--- config.mk ---
export PLATFORM = sky130hd
export DESIGN_NAME = swc_sleep_ctrl
export DESIGN_NICKNAME = d
export VERILOG_FILES = /design/src/verilog/swc_pkg.sv /design/src/verilog/swc_wdt.sv /design/src/verilog/swc_ost.sv /design/src/verilog/swc_sleep_ctrl.sv
export VERILOG_INCLUDE_DIRS = /design/src /design/src/verilog
export SDC_FILE = /design/constraint.sdc
export NUM_CORES = 1
export LEC_CHECK = 0
export BUFFER_PORTS_ARGS = -buffer_cell sky130_fd_sc_hd__buf_2
export CAP_MARGIN = 30
export CORE_UTILIZATION = 40
export CTS_CLUSTER_DIAMETER = 60
export DETAILED_ROUTE_END_ITERATION = 12
export MAX_ROUTING_LAYER = met4
export PLACE_DENSITY_LB_ADDON = 0.25
export REMOVE_ABC_BUFFERS = 1
export SLEW_MARGIN = 20
export SYNTH_ARGS = -nofsm -noshare
export SYNTH_HDL_FRONTEND = slang
export SYNTH_SLANG_ARGS = --single-unit
--- constraint.sdc ---
create_clock -name ref_clk -period 2.28 [get_ports ref_clk]
set_input_delay 0.228 -clock ref_clk [delete_from_list [all_inputs] [get_ports ref_clk]]
set_output_delay 0.228 -clock ref_clk [all_outputs]
set_load 0.02 [all_outputs]
--- src/verilog/swc_defines.svh ---
// What this block does
// - Sleep entered only by sleep instruction
// - Sleep entry clears watchdog, keeps it counting
// - Sleep entry clears power-down, sets timeout flag
// - Oscillator driver off while asleep
// - Pins keep their pre-sleep drive state
// - Watchdog reset never drives master clear pin
// - Wake on master clear, watchdog, enabled interrupts
// - Master clear resets; others continue execution
// - Watchdog wake clears the timeout flag
// - Power-down flag set at power-up, cleared by sleep
// - Sleep prefetches instruction at PC plus one
// - Enabled source wakes regardless of global enable
// - Global enable clear: resume after sleep
// - Global enable set: run prefetched, vector 0004h
// - Pending enabled interrupt at sleep wakes immediately
// - Every wake clears the watchdog count
// - Crystal modes wait 1024 oscillator periods
`ifndef SWC_DEFINES_SVH
`define SWC_DEFINES_SVH
// Register byte addresses
`define SWC_ADR_CTRL 4'h0
`define SWC_ADR_STATUS 4'h4
`define SWC_ADR_IRQ 4'h8
// Control register fields
`define SWC_CTRL_WDT_EN 0
`define SWC_CTRL_GIE 1
`define SWC_CTRL_OSC_LO 2
`define SWC_CTRL_OSC_HI 3
// Status register fields
`define SWC_ST_PD 0
`define SWC_ST_TO 1
`define SWC_ST_ASLEEP 2
// Reset values
`define SWC_CTRL_RST 32'h0000_0000
`define SWC_IRQ_EN_RST 3'h0
// Timing
`define SWC_OST_PERIODS 1024
`define SWC_WDT_LIMIT 16'hFFFF
`define SWC_VECTOR 13'h0004
`define SWC_FLUSH_CYCLES 2
`endif

--- src/verilog/swc_pkg.sv ---
package swc_pkg;
    typedef enum logic [1:0] {
        SWC_OSC_LP,
        SWC_OSC_XT,
        SWC_OSC_HS,
        SWC_OSC_RC
    } swc_osc_e;
    typedef enum logic [2:0] {
        SWC_RUN,
        SWC_SLEEP,
        SWC_OST,
        SWC_FLUSH,
        SWC_VECT
    } swc_state_e;
endpackage : swc_pkg

--- src/verilog/swc_wdt.sv ---
`timescale 1ns/100ps
`include "swc_defines.svh"
module swc_wdt
    import swc_pkg::*;
(
    input wire logic ref_clk,
    input wire logic resetn,
    input wire logic enable,
    input wire logic clear,
    output logic timeout
);
    typedef struct packed {
        logic [15:0] count;
        logic timeout;
    } swc_wdt_s;
    swc_wdt_s st;
    swc_wdt_s next_st;

    // Count free, clear wins over expiry
    always_comb
    begin
        next_st = st;
        next_st.timeout = 1'b0;
        if (clear || !enable)
        begin
            next_st.count = 16'h0000;
        end
        else if (st.count == `SWC_WDT_LIMIT)
        begin
            next_st.count = 16'h0000;
            next_st.timeout = 1'b1;
        end
        else
        begin
            next_st.count = st.count + 16'h0001;
        end
    end

    always_ff @(posedge ref_clk)
    begin
        if (!resetn)
        begin
            st <= '0;
        end
        else
        begin
            st <= next_st;
        end
    end
    assign timeout = st.timeout;
endmodule : swc_wdt

--- src/verilog/swc_ost.sv ---
`timescale 1ns/100ps
`include "swc_defines.svh"
module swc_ost
    import swc_pkg::*;
(
    input wire logic ref_clk,
    input wire logic resetn,
    input wire logic start,
    output logic busy
);
    typedef struct packed {
        logic [10:0] count;
        logic busy;
    } swc_ost_s;
    swc_ost_s st;
    swc_ost_s next_st;

    // Oscillator start-up countdown
    always_comb
    begin
        next_st = st;
        if (start)
        begin
            next_st.count = 11'(`SWC_OST_PERIODS - 1);
            next_st.busy = 1'b1;
        end
        else if (st.busy)
        begin
            if (st.count == 11'h000)
            begin
                next_st.busy = 1'b0;
            end
            else
            begin
                next_st.count = st.count - 11'h001;
            end
        end
    end

    always_ff @(posedge ref_clk)
    begin
        if (!resetn)
        begin
            st <= '0;
        end
        else
        begin
            st <= next_st;
        end
    end
    assign busy = st.busy;
endmodule : swc_ost

--- src/verilog/swc_sleep_ctrl.sv ---
`timescale 1ns/100ps
`include "swc_defines.svh"
module swc_sleep_ctrl
    import swc_pkg::*;
(
    input wire logic ref_clk,
    input wire logic resetn,
    input wire logic [3:0] wb_adr_i,
    input wire logic [31:0] wb_dat_i,
    output logic [31:0] wb_dat_o,
    input wire logic wb_we_i,
    input wire logic [3:0] wb_sel_i,
    input wire logic wb_cyc_i,
    input wire logic wb_stb_i,
    output logic wb_ack_o,
    input wire logic sleep_exec,
    input wire logic [12:0] core_pc,
    input wire logic master_clear_pin,
    input wire logic [2:0] irq_flags,
    input wire logic [7:0] pin_out_i,
    input wire logic [7:0] pin_oe_i,
    output logic [7:0] pin_out_o,
    output logic [7:0] pin_oe_o,
    output logic osc_drive_en,
    output logic core_run,
    output logic core_reset,
    output logic prefetch_req,
    output logic [12:0] prefetch_addr,
    output logic vector_load,
    output logic [12:0] vector_addr,
    output logic flush_cycle
);
    typedef struct packed {
        swc_state_e state;
        logic wdt_en;
        logic global_irq_enable;
        swc_osc_e osc;
        logic pd;
        logic to;
        logic [2:0] irq_en;
        logic [1:0] flush_cnt;
        logic vec_pend;
        logic [31:0] dat_o;
        logic ack;
        logic [7:0] pin_out;
        logic [7:0] pin_oe;
        logic osc_on;
        logic run;
        logic rst;
        logic pf_req;
        logic [12:0] pf_addr;
        logic vload;
        logic flush;
        logic wdt_clr;
        logic ost_start;
    } swc_ctl_s;
    swc_ctl_s st;
    swc_ctl_s next_st;

    logic wdt_to;
    logic ost_busy;
    logic irq_wake;
    logic bus_req;

    swc_wdt u_wdt (
        .ref_clk(ref_clk),
        .resetn(resetn),
        .enable(st.wdt_en),
        .clear(st.wdt_clr),
        .timeout(wdt_to)
    );

    swc_ost u_ost (
        .ref_clk(ref_clk),
        .resetn(resetn),
        .start(st.ost_start),
        .busy(ost_busy)
    );

    // per-source enable only, global enable ignored
    assign irq_wake = |(irq_flags & st.irq_en);
    assign bus_req = wb_cyc_i && wb_stb_i && !st.ack;

    always_comb
    begin
        next_st = st;
        next_st.ack = 1'b0;
        next_st.pf_req = 1'b0;
        next_st.vload = 1'b0;
        next_st.flush = 1'b0;
        next_st.wdt_clr = 1'b0;
        next_st.ost_start = 1'b0;
        next_st.rst = 1'b0;
        // Single-cycle bus slave; unmapped reads give zero
        if (bus_req)
        begin
            next_st.ack = 1'b1;
            next_st.dat_o = 32'h0000_0000;
            case (wb_adr_i)
                `SWC_ADR_CTRL:
                begin
                    if (wb_we_i && wb_sel_i[0])
                    begin
                        next_st.wdt_en = wb_dat_i[`SWC_CTRL_WDT_EN];
                        next_st.global_irq_enable = wb_dat_i[`SWC_CTRL_GIE];
                        next_st.osc = swc_osc_e'(
                            wb_dat_i[`SWC_CTRL_OSC_HI:`SWC_CTRL_OSC_LO]);
                    end
                    next_st.dat_o[`SWC_CTRL_WDT_EN] = st.wdt_en;
                    next_st.dat_o[`SWC_CTRL_GIE] = st.global_irq_enable;
                    next_st.dat_o[`SWC_CTRL_OSC_HI:`SWC_CTRL_OSC_LO] = st.osc;
                end
                `SWC_ADR_STATUS:
                begin
                    next_st.dat_o[`SWC_ST_PD] = st.pd;
                    next_st.dat_o[`SWC_ST_TO] = st.to;
                    next_st.dat_o[`SWC_ST_ASLEEP] = (st.state == SWC_SLEEP);
                end
                `SWC_ADR_IRQ:
                begin
                    if (wb_we_i && wb_sel_i[0])
                    begin
                        next_st.irq_en = wb_dat_i[2:0];
                    end
                    next_st.dat_o[2:0] = st.irq_en;
                end
                default:
                begin
                    next_st.dat_o = 32'h0000_0000;
                end
            endcase
        end
        // Pins follow the running core; held through start-up too
        if (st.run)
        begin
            next_st.pin_out = pin_out_i;
            next_st.pin_oe = pin_oe_i;
        end
        case (st.state)
            SWC_RUN:
            begin
                // only the sleep instruction enters sleep
                if (sleep_exec)
                begin
                    next_st.pf_req = 1'b1;
                    next_st.pf_addr = core_pc + 13'h0001;
                    next_st.wdt_clr = 1'b1;
                    next_st.pd = 1'b0;
                    next_st.to = 1'b1;
                    next_st.vec_pend = st.global_irq_enable;
                    if (irq_wake)
                    begin
                        next_st.wdt_clr = 1'b1;
                        next_st.state = SWC_RUN;
                        // Core runs the prefetched word before flushing
                        if (st.global_irq_enable)
                        begin
                            next_st.state = SWC_FLUSH;
                            next_st.flush_cnt = 2'(`SWC_FLUSH_CYCLES);
                        end
                    end
                    else
                    begin
                        next_st.state = SWC_SLEEP;
                        next_st.osc_on = 1'b0;
                        next_st.run = 1'b0;
                    end
                end
            end
            SWC_SLEEP:
            begin
                // wake decision; master clear via resetn
                if (wdt_to && st.wdt_en || irq_wake)
                begin
                    next_st.wdt_clr = 1'b1;
                    next_st.osc_on = 1'b1;
                    if (wdt_to && st.wdt_en)
                    begin
                        next_st.to = 1'b0;
                        next_st.vec_pend = 1'b0;
                    end
                    if (st.osc != SWC_OSC_RC)
                    begin
                        next_st.ost_start = 1'b1;
                    end
                    next_st.state = SWC_OST;
                end
            end
            SWC_OST:
            begin
                if (!ost_busy && !st.ost_start)
                begin
                    next_st.run = 1'b1;
                    // continue in-line when global enable clear
                    next_st.state = SWC_RUN;
                    if (st.vec_pend)
                    begin
                        next_st.state = SWC_FLUSH;
                        next_st.flush_cnt = 2'(`SWC_FLUSH_CYCLES);
                    end
                end
            end
            SWC_FLUSH:
            begin
                next_st.run = 1'b0;
                next_st.flush = 1'b1;
                if (st.flush_cnt == 2'h1)
                begin
                    next_st.state = SWC_VECT;
                end
                next_st.flush_cnt = st.flush_cnt - 2'h1;
            end
            SWC_VECT:
            begin
                next_st.vload = 1'b1;
                next_st.run = 1'b1;
                next_st.vec_pend = 1'b0;
                next_st.state = SWC_RUN;
            end
            default:
            begin
                next_st.state = SWC_RUN;
            end
        endcase
    end

    // master clear gives full reset; pin only an input
    always_ff @(posedge ref_clk)
    begin
        if (!resetn)
        begin
            st <= '0;
            st.state <= SWC_RUN;
            st.pd <= 1'b1;
            st.to <= 1'b1;
            st.osc_on <= 1'b1;
            st.run <= 1'b1;
            st.rst <= 1'b1;
        end
        else
        begin
            st <= next_st;
        end
    end

    assign wb_dat_o = st.dat_o;
    assign wb_ack_o = st.ack;
    assign pin_out_o = st.pin_out;
    assign pin_oe_o = st.pin_oe;
    assign osc_drive_en = st.osc_on;
    assign core_run = st.run;
    assign core_reset = st.rst;
    assign prefetch_req = st.pf_req;
    assign prefetch_addr = st.pf_addr;
    assign vector_load = st.vload;
    assign vector_addr = `SWC_VECTOR;
    assign flush_cycle = st.flush;

    property p_sleep_flags;
        @(posedge ref_clk) disable iff (!resetn)
        (st.state == SWC_RUN && sleep_exec) |=> (!st.pd && st.to);
    endproperty
    a_sleep_flags: assert property (p_sleep_flags)
        else $error("flags wrong after sleep");

    property p_osc_off;
        @(posedge ref_clk) disable iff (!resetn)
        (st.state == SWC_SLEEP) |-> !osc_drive_en;
    endproperty
    a_osc_off: assert property (p_osc_off)
        else $error("oscillator on in sleep");

    property p_pins_hold;
        @(posedge ref_clk) disable iff (!resetn)
        (st.state == SWC_SLEEP && $past(st.state) == SWC_SLEEP)
            |-> $stable(pin_oe_o) && $stable(pin_out_o);
    endproperty
    a_pins_hold: assert property (p_pins_hold)
        else $error("pins moved in sleep");

    property p_prefetch;
        @(posedge ref_clk) disable iff (!resetn)
        (st.state == SWC_RUN && sleep_exec)
            |=> prefetch_req && prefetch_addr == $past(core_pc) + 13'h0001;
    endproperty
    a_prefetch: assert property (p_prefetch)
        else $error("no prefetch of pc plus one");

    property p_irq_wake;
        @(posedge ref_clk) disable iff (!resetn)
        (st.state == SWC_SLEEP && irq_wake) |=> st.state == SWC_OST;
    endproperty
    a_irq_wake: assert property (p_irq_wake)
        else $error("enabled interrupt did not wake");

    property p_wake_clr;
        @(posedge ref_clk) disable iff (!resetn)
        (st.state == SWC_SLEEP && next_st.state == SWC_OST)
            |=> st.wdt_clr;
    endproperty
    a_wake_clr: assert property (p_wake_clr)
        else $error("watchdog not cleared on wake");

    property p_wdt_to;
        @(posedge ref_clk) disable iff (!resetn)
        (st.state == SWC_SLEEP && wdt_to && st.wdt_en) |=> !st.to;
    endproperty
    a_wdt_to: assert property (p_wdt_to)
        else $error("timeout flag not cleared");

    property p_vector;
        @(posedge ref_clk) disable iff (!resetn)
        (st.state == SWC_FLUSH) |-> ##[1:3] vector_load;
    endproperty
    a_vector: assert property (p_vector)
        else $error("no vector after flush");
endmodule : swc_sleep_ctrl

==> metrics.md, run 1 <==
| Metric | Value |
|---|---|
| Worst-path fanout max | `3` |
| Yosys cell types | `56` |
| Final Hold Vio Count | `0` |
| Clock Latency Late Sink | `0.35 ns` |
| Core area | `10400 um2` |
| Final setup fails | `0` |
| Crit-path slowest cell | `a311o_1` |
| Req. time, crit path | `2.52 ns` |
| Die W | `106 um` |
| First-pass iteration count of the detailed router | `4` |
| DIE AREA | `11300 um2` |
| Mapped Avg Cell Area | `8.80 um2` |
| Post-DP HPWL | `6170 um` |
| Share of layout cells above drive strength 1 | `0.220` |
| Row count | `37` |
| Critical setup path kind | `reg2reg` |
| Clk buf depth | `2` |
| Final WL | `8440 um` |
| Placer Congestion | `0.810` |
| RSZ-0062 raised after global routing | `false` |
| Avg WL per Cell | `12.3 um` |
| Initial Utilization | `0.416` |
| Setup Skew | `0.00996 ns` |
| Most frequent CP cell | `o31a_1` |
| Clk slew on worst S/H paths | `0.08 ns` |
| Num Clock Sinks | `86` |
| Largest net degree at the start of global routing | `34` |
| First-pass GRT wire length | `14100 um` |
| Post-CTS setup repair buffer count | `0` |
| NumNets Final | `628` |
| Vias per inst | `4.88` |
| Multi-input logic area | `2070 um2` |
| Global route overflow | `0` |
| CTS tree | `done` |
| Crit path cell chain | `inv_1 > ha_1 > nor2b_1 > a311o_1 > o31a_1 > o31a_1` |
| Fraction of registers with async set/reset | `0` |
| Initial antenna violation count | `0` |
| All-Layer GR Usage | `0.159` |
| CTS Root Cell | `clkbuf_8` |
| H-tree levels | `3` |
| Pin slew with the least headroom to its limit | `0.634 ns` |
| Critical path arrival | `2.00 ns` |
| # IOs | `160` |
| Max Transition Viols Final | `0` |
| WHS | `0.0942 ns` |
| Post_cts resized | `0` |
| Critical path startpoint category | `register` |
| Syn. warnings | `0` |
| Number of I/O port buffers | `86` |
| Remaining routing DRC violations | `0` |
| Cts hold-fix bufs | `0` |
| Leak | `2.08 nW` |
| CP endpoint kind | `register` |
| VDD IR max | `0.416 mV` |
| Post-synthesis register bit count | `86` |
| Final ANT Viol Nets | `0` |
| Pwr Density | `729 nW/um2` |
| Syn Inst Count | `493` |
| Final min period | `1.76 ns` |
| Top_reg_cell synth | `dfxtp_1` |
| Number of synthesized flops with an enable pin | `0` |
| Top delay family on crit path | `compound AO/OA/AOI/OAI gates` |
| Area of the mapped netlist | `4340 um2` |
| Util after Layout | `0.455` |
| Hold Path Class | `in2reg` |
| CP bufs+invs | `1` |
| DRT iter0 DRCs | `118` |
| Chip height | `106 um` |
| Register area | `1720 um2` |
| Power, Total | `3.46 mW` |
| Area grow syn2layout | `9.32%` |
| Sequential share of the synthesized area | `0.397` |
| Ant. Diodes | `0` |
| CP max stage delay | `0.36 ns` |
| Max Clk Rate | `0.568 GHz` |
| Max Cap Viol | `0` |
| Status | `finished clean` |
| TNS Setup | `0 ns` |
| FILL cells | `1051` |
| CTS buffer count | `9` |
| Worst relative slew slack | `0.577` |
| Final worst path period share | `0.772` |
| Vias in the first global route | `3018` |
| Via count | `3350` |
==> power by group <==
part | total [mW] | internal, mW | switching (mW) | leakage [nW]
Clock | 1.18 | 0.643 | 0.537 | 0.108
Sequential | 1.67 | 1.59 | 0.0770 | 0.702
Combinational | 0.608 | 0.217 | 0.390 | 1.27
Total | 3.46 | 2.45 | 1.00 | 2.08
==> registers in the layout, indices dropped and copies added (netlist names), 4 cells and up <==
register and cells:
st 17, u_wdt.st 16, prefetch_addr 13, u_ost.st 11, pin_oe_o 8, pin_out_o 8
wb_dat_o 4
==> cell usage after synthesis, types with 3 or more instances <==
| cell type | number | area [um2] |
|---|---|---|
| xor2_1 | 17 | 149 |
| dfxtp_1 | 86 | 1720 |
| nor3_1 | 13 | 65.1 |
| o31a_1 | 3 | 26.3 |
| nand2_1 | 27 | 101 |
| nor2_1 | 60 | 225 |
| o22ai_1 | 4 | 25.0 |
| nor2b_1 | 4 | 25.0 |
| a21oi_1 | 17 | 85.1 |
| and3_1 | 6 | 37.5 |
| inv_1 | 15 | 56.3 |
| nand3_1 | 15 | 75.1 |
| clkbuf_1 | 10 | 37.5 |
| buf_2 | 5 | 25.0 |
| o21ai_0 | 9 | 45.0 |
| nor4_1 | 3 | 18.8 |
| xnor2_1 | 8 | 70.1 |
| ha_1 | 4 | 50.1 |
| or3_1 | 3 | 18.8 |
| and2_1 | 3 | 18.8 |
| a31oi_1 | 3 | 18.8 |
| buf_1 | 4 | 15.0 |
| buf_4 | 74 | 556 |
| and4_1 | 6 | 52.6 |
| a211oi_1 | 11 | 82.6 |
| mux2i_1 | 28 | 280 |
| nand4_1 | 9 | 56.3 |
| o21ai_1 | 9 | 45.0 |
==> routing by layer <==
layer | vias up | share of wire | track usage
met5 | - | 0 | -
li1 | 1702 | - | -
met4 | 0 | 0.0083 | 0.0367
met1 | 1542 | 0.47 | 0.194
met2 | 101 | 0.47 | 0.259
met3 | 5 | 0.050 | 0.0435
==> cell families (layout without fill, tap and decap cells) <==
| logic type | after synthesis | count (layout) | share of synthesized area |
|---|---|---|---|
| AO/OA/AOI/OAI | 76 | 76 | 0.119 |
| XOR/XNOR | 25 | 25 | 0.0505 |
| adder cells (fa/ha/maj) | 4 | 4 | 0.0115 |
| buffers and inverters | 109 | 127 | 0.160 |
| flip-flops | 86 | 86 | 0.397 |
| multiplexers | 28 | 28 | 0.0646 |
| other | 2 | 41 | 0.00173 |
| AND/OR/NAND/NOR | 163 | 163 | 0.196 |
==> cell type report <==
cell class / instances / share of cell area
clock buffers: 10 / 0.0290
clock inverters: 6 / 0.0179
inverters: 16 / 0.0127
multi-input cells: 337 / 0.436
flip-flops and latches: 86 / 0.363
well taps: 136 / 0.0359
repair buffers: 95 / 0.105
==> final timing paths <==
check	from	end	slack (ns)	cells past startpoint
setup / recovery	u_ost.st[1]	u_ost.st[5]	0.52	6
hold / removal	core_pc[0]	prefetch_addr[0]	0.09	2
setup reg to reg	u_ost.st[1]	u_ost.st[5]	0.52	6
hold reg to reg	st[71]	st[71]	0.47	1
==> placed cells by master, fill, tap and decap left out, drive strengths merged, types with 8 or more instances in the layout <==
master	Yosys	final
a211oi	11	11
a21oi	17	17
buf	83	95
clkbuf	10	10
conb	2	41
dfxtp	86	86
inv	16	16
mux2i	28	28
nand2	27	27
nand3	15	15
nand4	9	9
nor2	60	60
nor3	14	14
o21ai	18	18
xnor2	8	8
xor2	17	17
==> stage by stage <==
stage	instances	setup WS, ns	cell area, um2
global placement	670	0.573	4520
CTS	686	0.514	4740
floorplan	439	0.558	3850
detailed placement	670	0.529	4520
global route	686	0.354	4740
finish	686	0.519	4740
No activity file was read; power rests on OpenSTA's default activity.
==> inputs of run 2 (changes only) <==
==> constraint.sdc (replaced) <==
create_clock -name ref_clk -period 1.6 [get_ports ref_clk]
set_input_delay 0.16 -clock ref_clk [delete_from_list [all_inputs] [get_ports ref_clk]]
set_output_delay 0.16 -clock ref_clk [all_outputs]
set_load 0.02 [all_outputs]
==> run 2 against run 1 <==
Net effect:
- clock skew increased by 0.0036 ns
- die area unchanged
- final cell count grew 3.2%
- count of clock-buffer cells in the layout up 3
- global-route usage rose by 0.25 points
- largest cell class unchanged
==> metrics.md, run 2 (same netlist as run 1, synthesis figures left out) <==
| Metric | Value |
|---|---|
| Final ANT Viol Nets | `0 (unchanged)` |
| Share of layout cells above drive strength 1 | `0.260 (+0.0405)` |
| Max Clk Rate | `0.637 GHz (+12%)` |
| Power, Total | `4.80 mW (+39%)` |
| Die W | `106 um (unchanged)` |
| Status | `finished clean` |
| Setup Skew | `0.0136 ns (+0.00360 ns)` |
| Vias in the first global route | `3154 (+4.5%)` |
| Critical path arrival | `1.81 ns (-0.19 ns)` |
| Ant. Diodes | `0 (unchanged)` |
| Req. time, crit path | `1.84 ns (-0.68 ns)` |
| CTS tree | `done` |
| DIE AREA | `11300 um2 (unchanged)` |
| NumNets Final | `650 (+3.5%)` |
| Final worst path period share | `0.981 (+0.209)` |
| Via count | `3488 (+4.1%)` |
| Number of I/O port buffers | `86 (unchanged)` |
| First-pass GRT wire length | `14400 um (+2.6%)` |
| CTS Root Cell | `clkbuf_8` |
| RSZ-0062 raised after global routing | `true` |
| Hold path startpoint | `pin_out_i[6]` |
| Final Hold Vio Count | `0 (unchanged)` |
| Placed Area | `4700 um2 (+4.0%)` |
| Clk slew on worst S/H paths | `0.09 ns (about the same)` |
| Max Cap Viol | `0 (unchanged)` |
| Area grow syn2layout | `14.3%` |
| Global route overflow | `0 (unchanged)` |
| WHS | `0.0509 ns (-0.0433 ns)` |
| # IOs | `160 (unchanged)` |
| Max Transition Viols Final | `0 (unchanged)` |
| Row count | `37 (unchanged)` |
| Placer Congestion | `0.836 (+3.3%)` |
| Initial antenna violation count | `0 (unchanged)` |
| Critical path startpoint category | `register` |
| Clk buf depth | `2 (unchanged)` |
| Reg-to-reg startpoint | `u_ost.st[1]` |
| Post-CTS setup repair buffer count | `0 (unchanged)` |
| First-pass iteration count of the detailed router | `4 (unchanged)` |
| Largest register by flop count | `st` |
| Core area | `10400 um2 (unchanged)` |
| Initial Utilization | `0.416 (unchanged)` |
| CTS buffer count | `9 (unchanged)` |
| Most frequent cells in the layout | `buf_2, dfxtp_1, nor2_1` |
| Hold Path Class | `in2reg` |
| Worst relative slew slack | `0.600 (+0.0230)` |
| Worst-path fanout max | `2 (-1)` |
| Num Clock Sinks | `86 (unchanged)` |
| Chip height | `106 um (unchanged)` |
| Pwr Density | `969 nW/um2 (+33%)` |
| Remaining routing DRC violations | `0 (unchanged)` |
| Avg WL per Cell | `12.2 um (-1.0%)` |
| Post-DP HPWL | `6320 um (+2.5%)` |
| DRT iter0 DRCs | `93 (-21%)` |
| VDD IR max | `0.502 mV (+21%)` |
| Final setup fails | `0 (unchanged)` |
| All-Layer GR Usage | `0.161 (+0.00245)` |
| Max reg flops | `17 (unchanged)` |
| Critical Path Source | `u_ost.st[1]` |
| H-tree levels | `3 (unchanged)` |
| Final min period | `1.57 ns (-0.191 ns)` |
| Final WL | `8620 um (+2.2%)` |
| Final Instance Area | `4950 um2 (+4.5%)` |
| Most common cell after layout, fill and taps aside | `buf_2` |
| Vias per inst | `4.93 (+0.88%)` |
| Pin slew with the least headroom to its limit | `0.593 ns (-0.0411 ns)` |
| Leak | `2.20 nW (+6.0%)` |
| Critical setup path kind | `reg2reg` |
| Clock Latency Late Sink | `0.35 ns (about the same)` |
| Largest net degree at the start of global routing | `26 (-24%)` |
| CP endpoint kind | `register` |
## run 2: changes by cell type in the layout (fill, tap and decap cells not counted), sizes merged
cell	delta
clkbuf	+3
dlygate4sd3	+1
bufinv	-1
buf	+21
clkinvlp	-2
## run 2: final cells by class
class                           instances  area (um2)
Fill cell                            1057        5460
Multi-Input combinational cell        337        2110
Sequential cell                        86        1730
Timing Repair Buffer                  117         694
Tap cell                              136         170
Clock buffer                           13         149
Inverter                               16        60.1
Clock inverter                          3        43.8
## run 2: worst max-delay path: stages, from the launching register on
cell and delay [ns]:
dfxtp_2 0.33, inv_2 0.05, ha_2 0.16, buf_4 0.10, inv_1 0.05, a311o_1 0.29
o31a_1 0.25, o31a_1 0.23
## run 2: per-layer routing
layer / global-route usage / routed length (um)
met3: 0.0282 / 457
met5: - / 0
met1: 0.206 / 4090
met2: 0.256 / 3980
met4: 0.0585 / 99
## run 2: power by group
group          internal, mW  leakage [nW]  switching, mW
clock network         0.768        0.0976          0.740
logic                 0.349          1.40          0.591
registers              2.27         0.704         0.0811
## run 2: final timing paths
kind	end	slack (ns)	cells after the start
worst min-delay path	pin_out_o[6]	0.05	3
worst max register to register	u_ost.st[5]	0.03	7
worst min register to register	st[71]	0.46	1
worst max-delay path	u_ost.st[5]	0.03	7
## run 2: what timing repair did
item	CTS	global route
endpoints found under the setup margin	1	18
hold buffers	1	0
pin swaps	2	5
gates resized for setup	5	10
hold endpoints to repair	1	0
## run 2: through the flow
stage | std cells | worst slack [ns] | TNS, ns | utilization
finish | 708 | 0.0300 | 0 | 0.476
global route | 708 | -0.0255 | -0.0340 | 0.476
CTS | 708 | 0.0234 | 0 | 0.472
detailed placement | 691 | -0.0534 | -0.0534 | 0.451
global placement | 691 | -0.00975 | -0.00975 | 0.451
floorplan | 439 | -0.122 | -1.96 | -
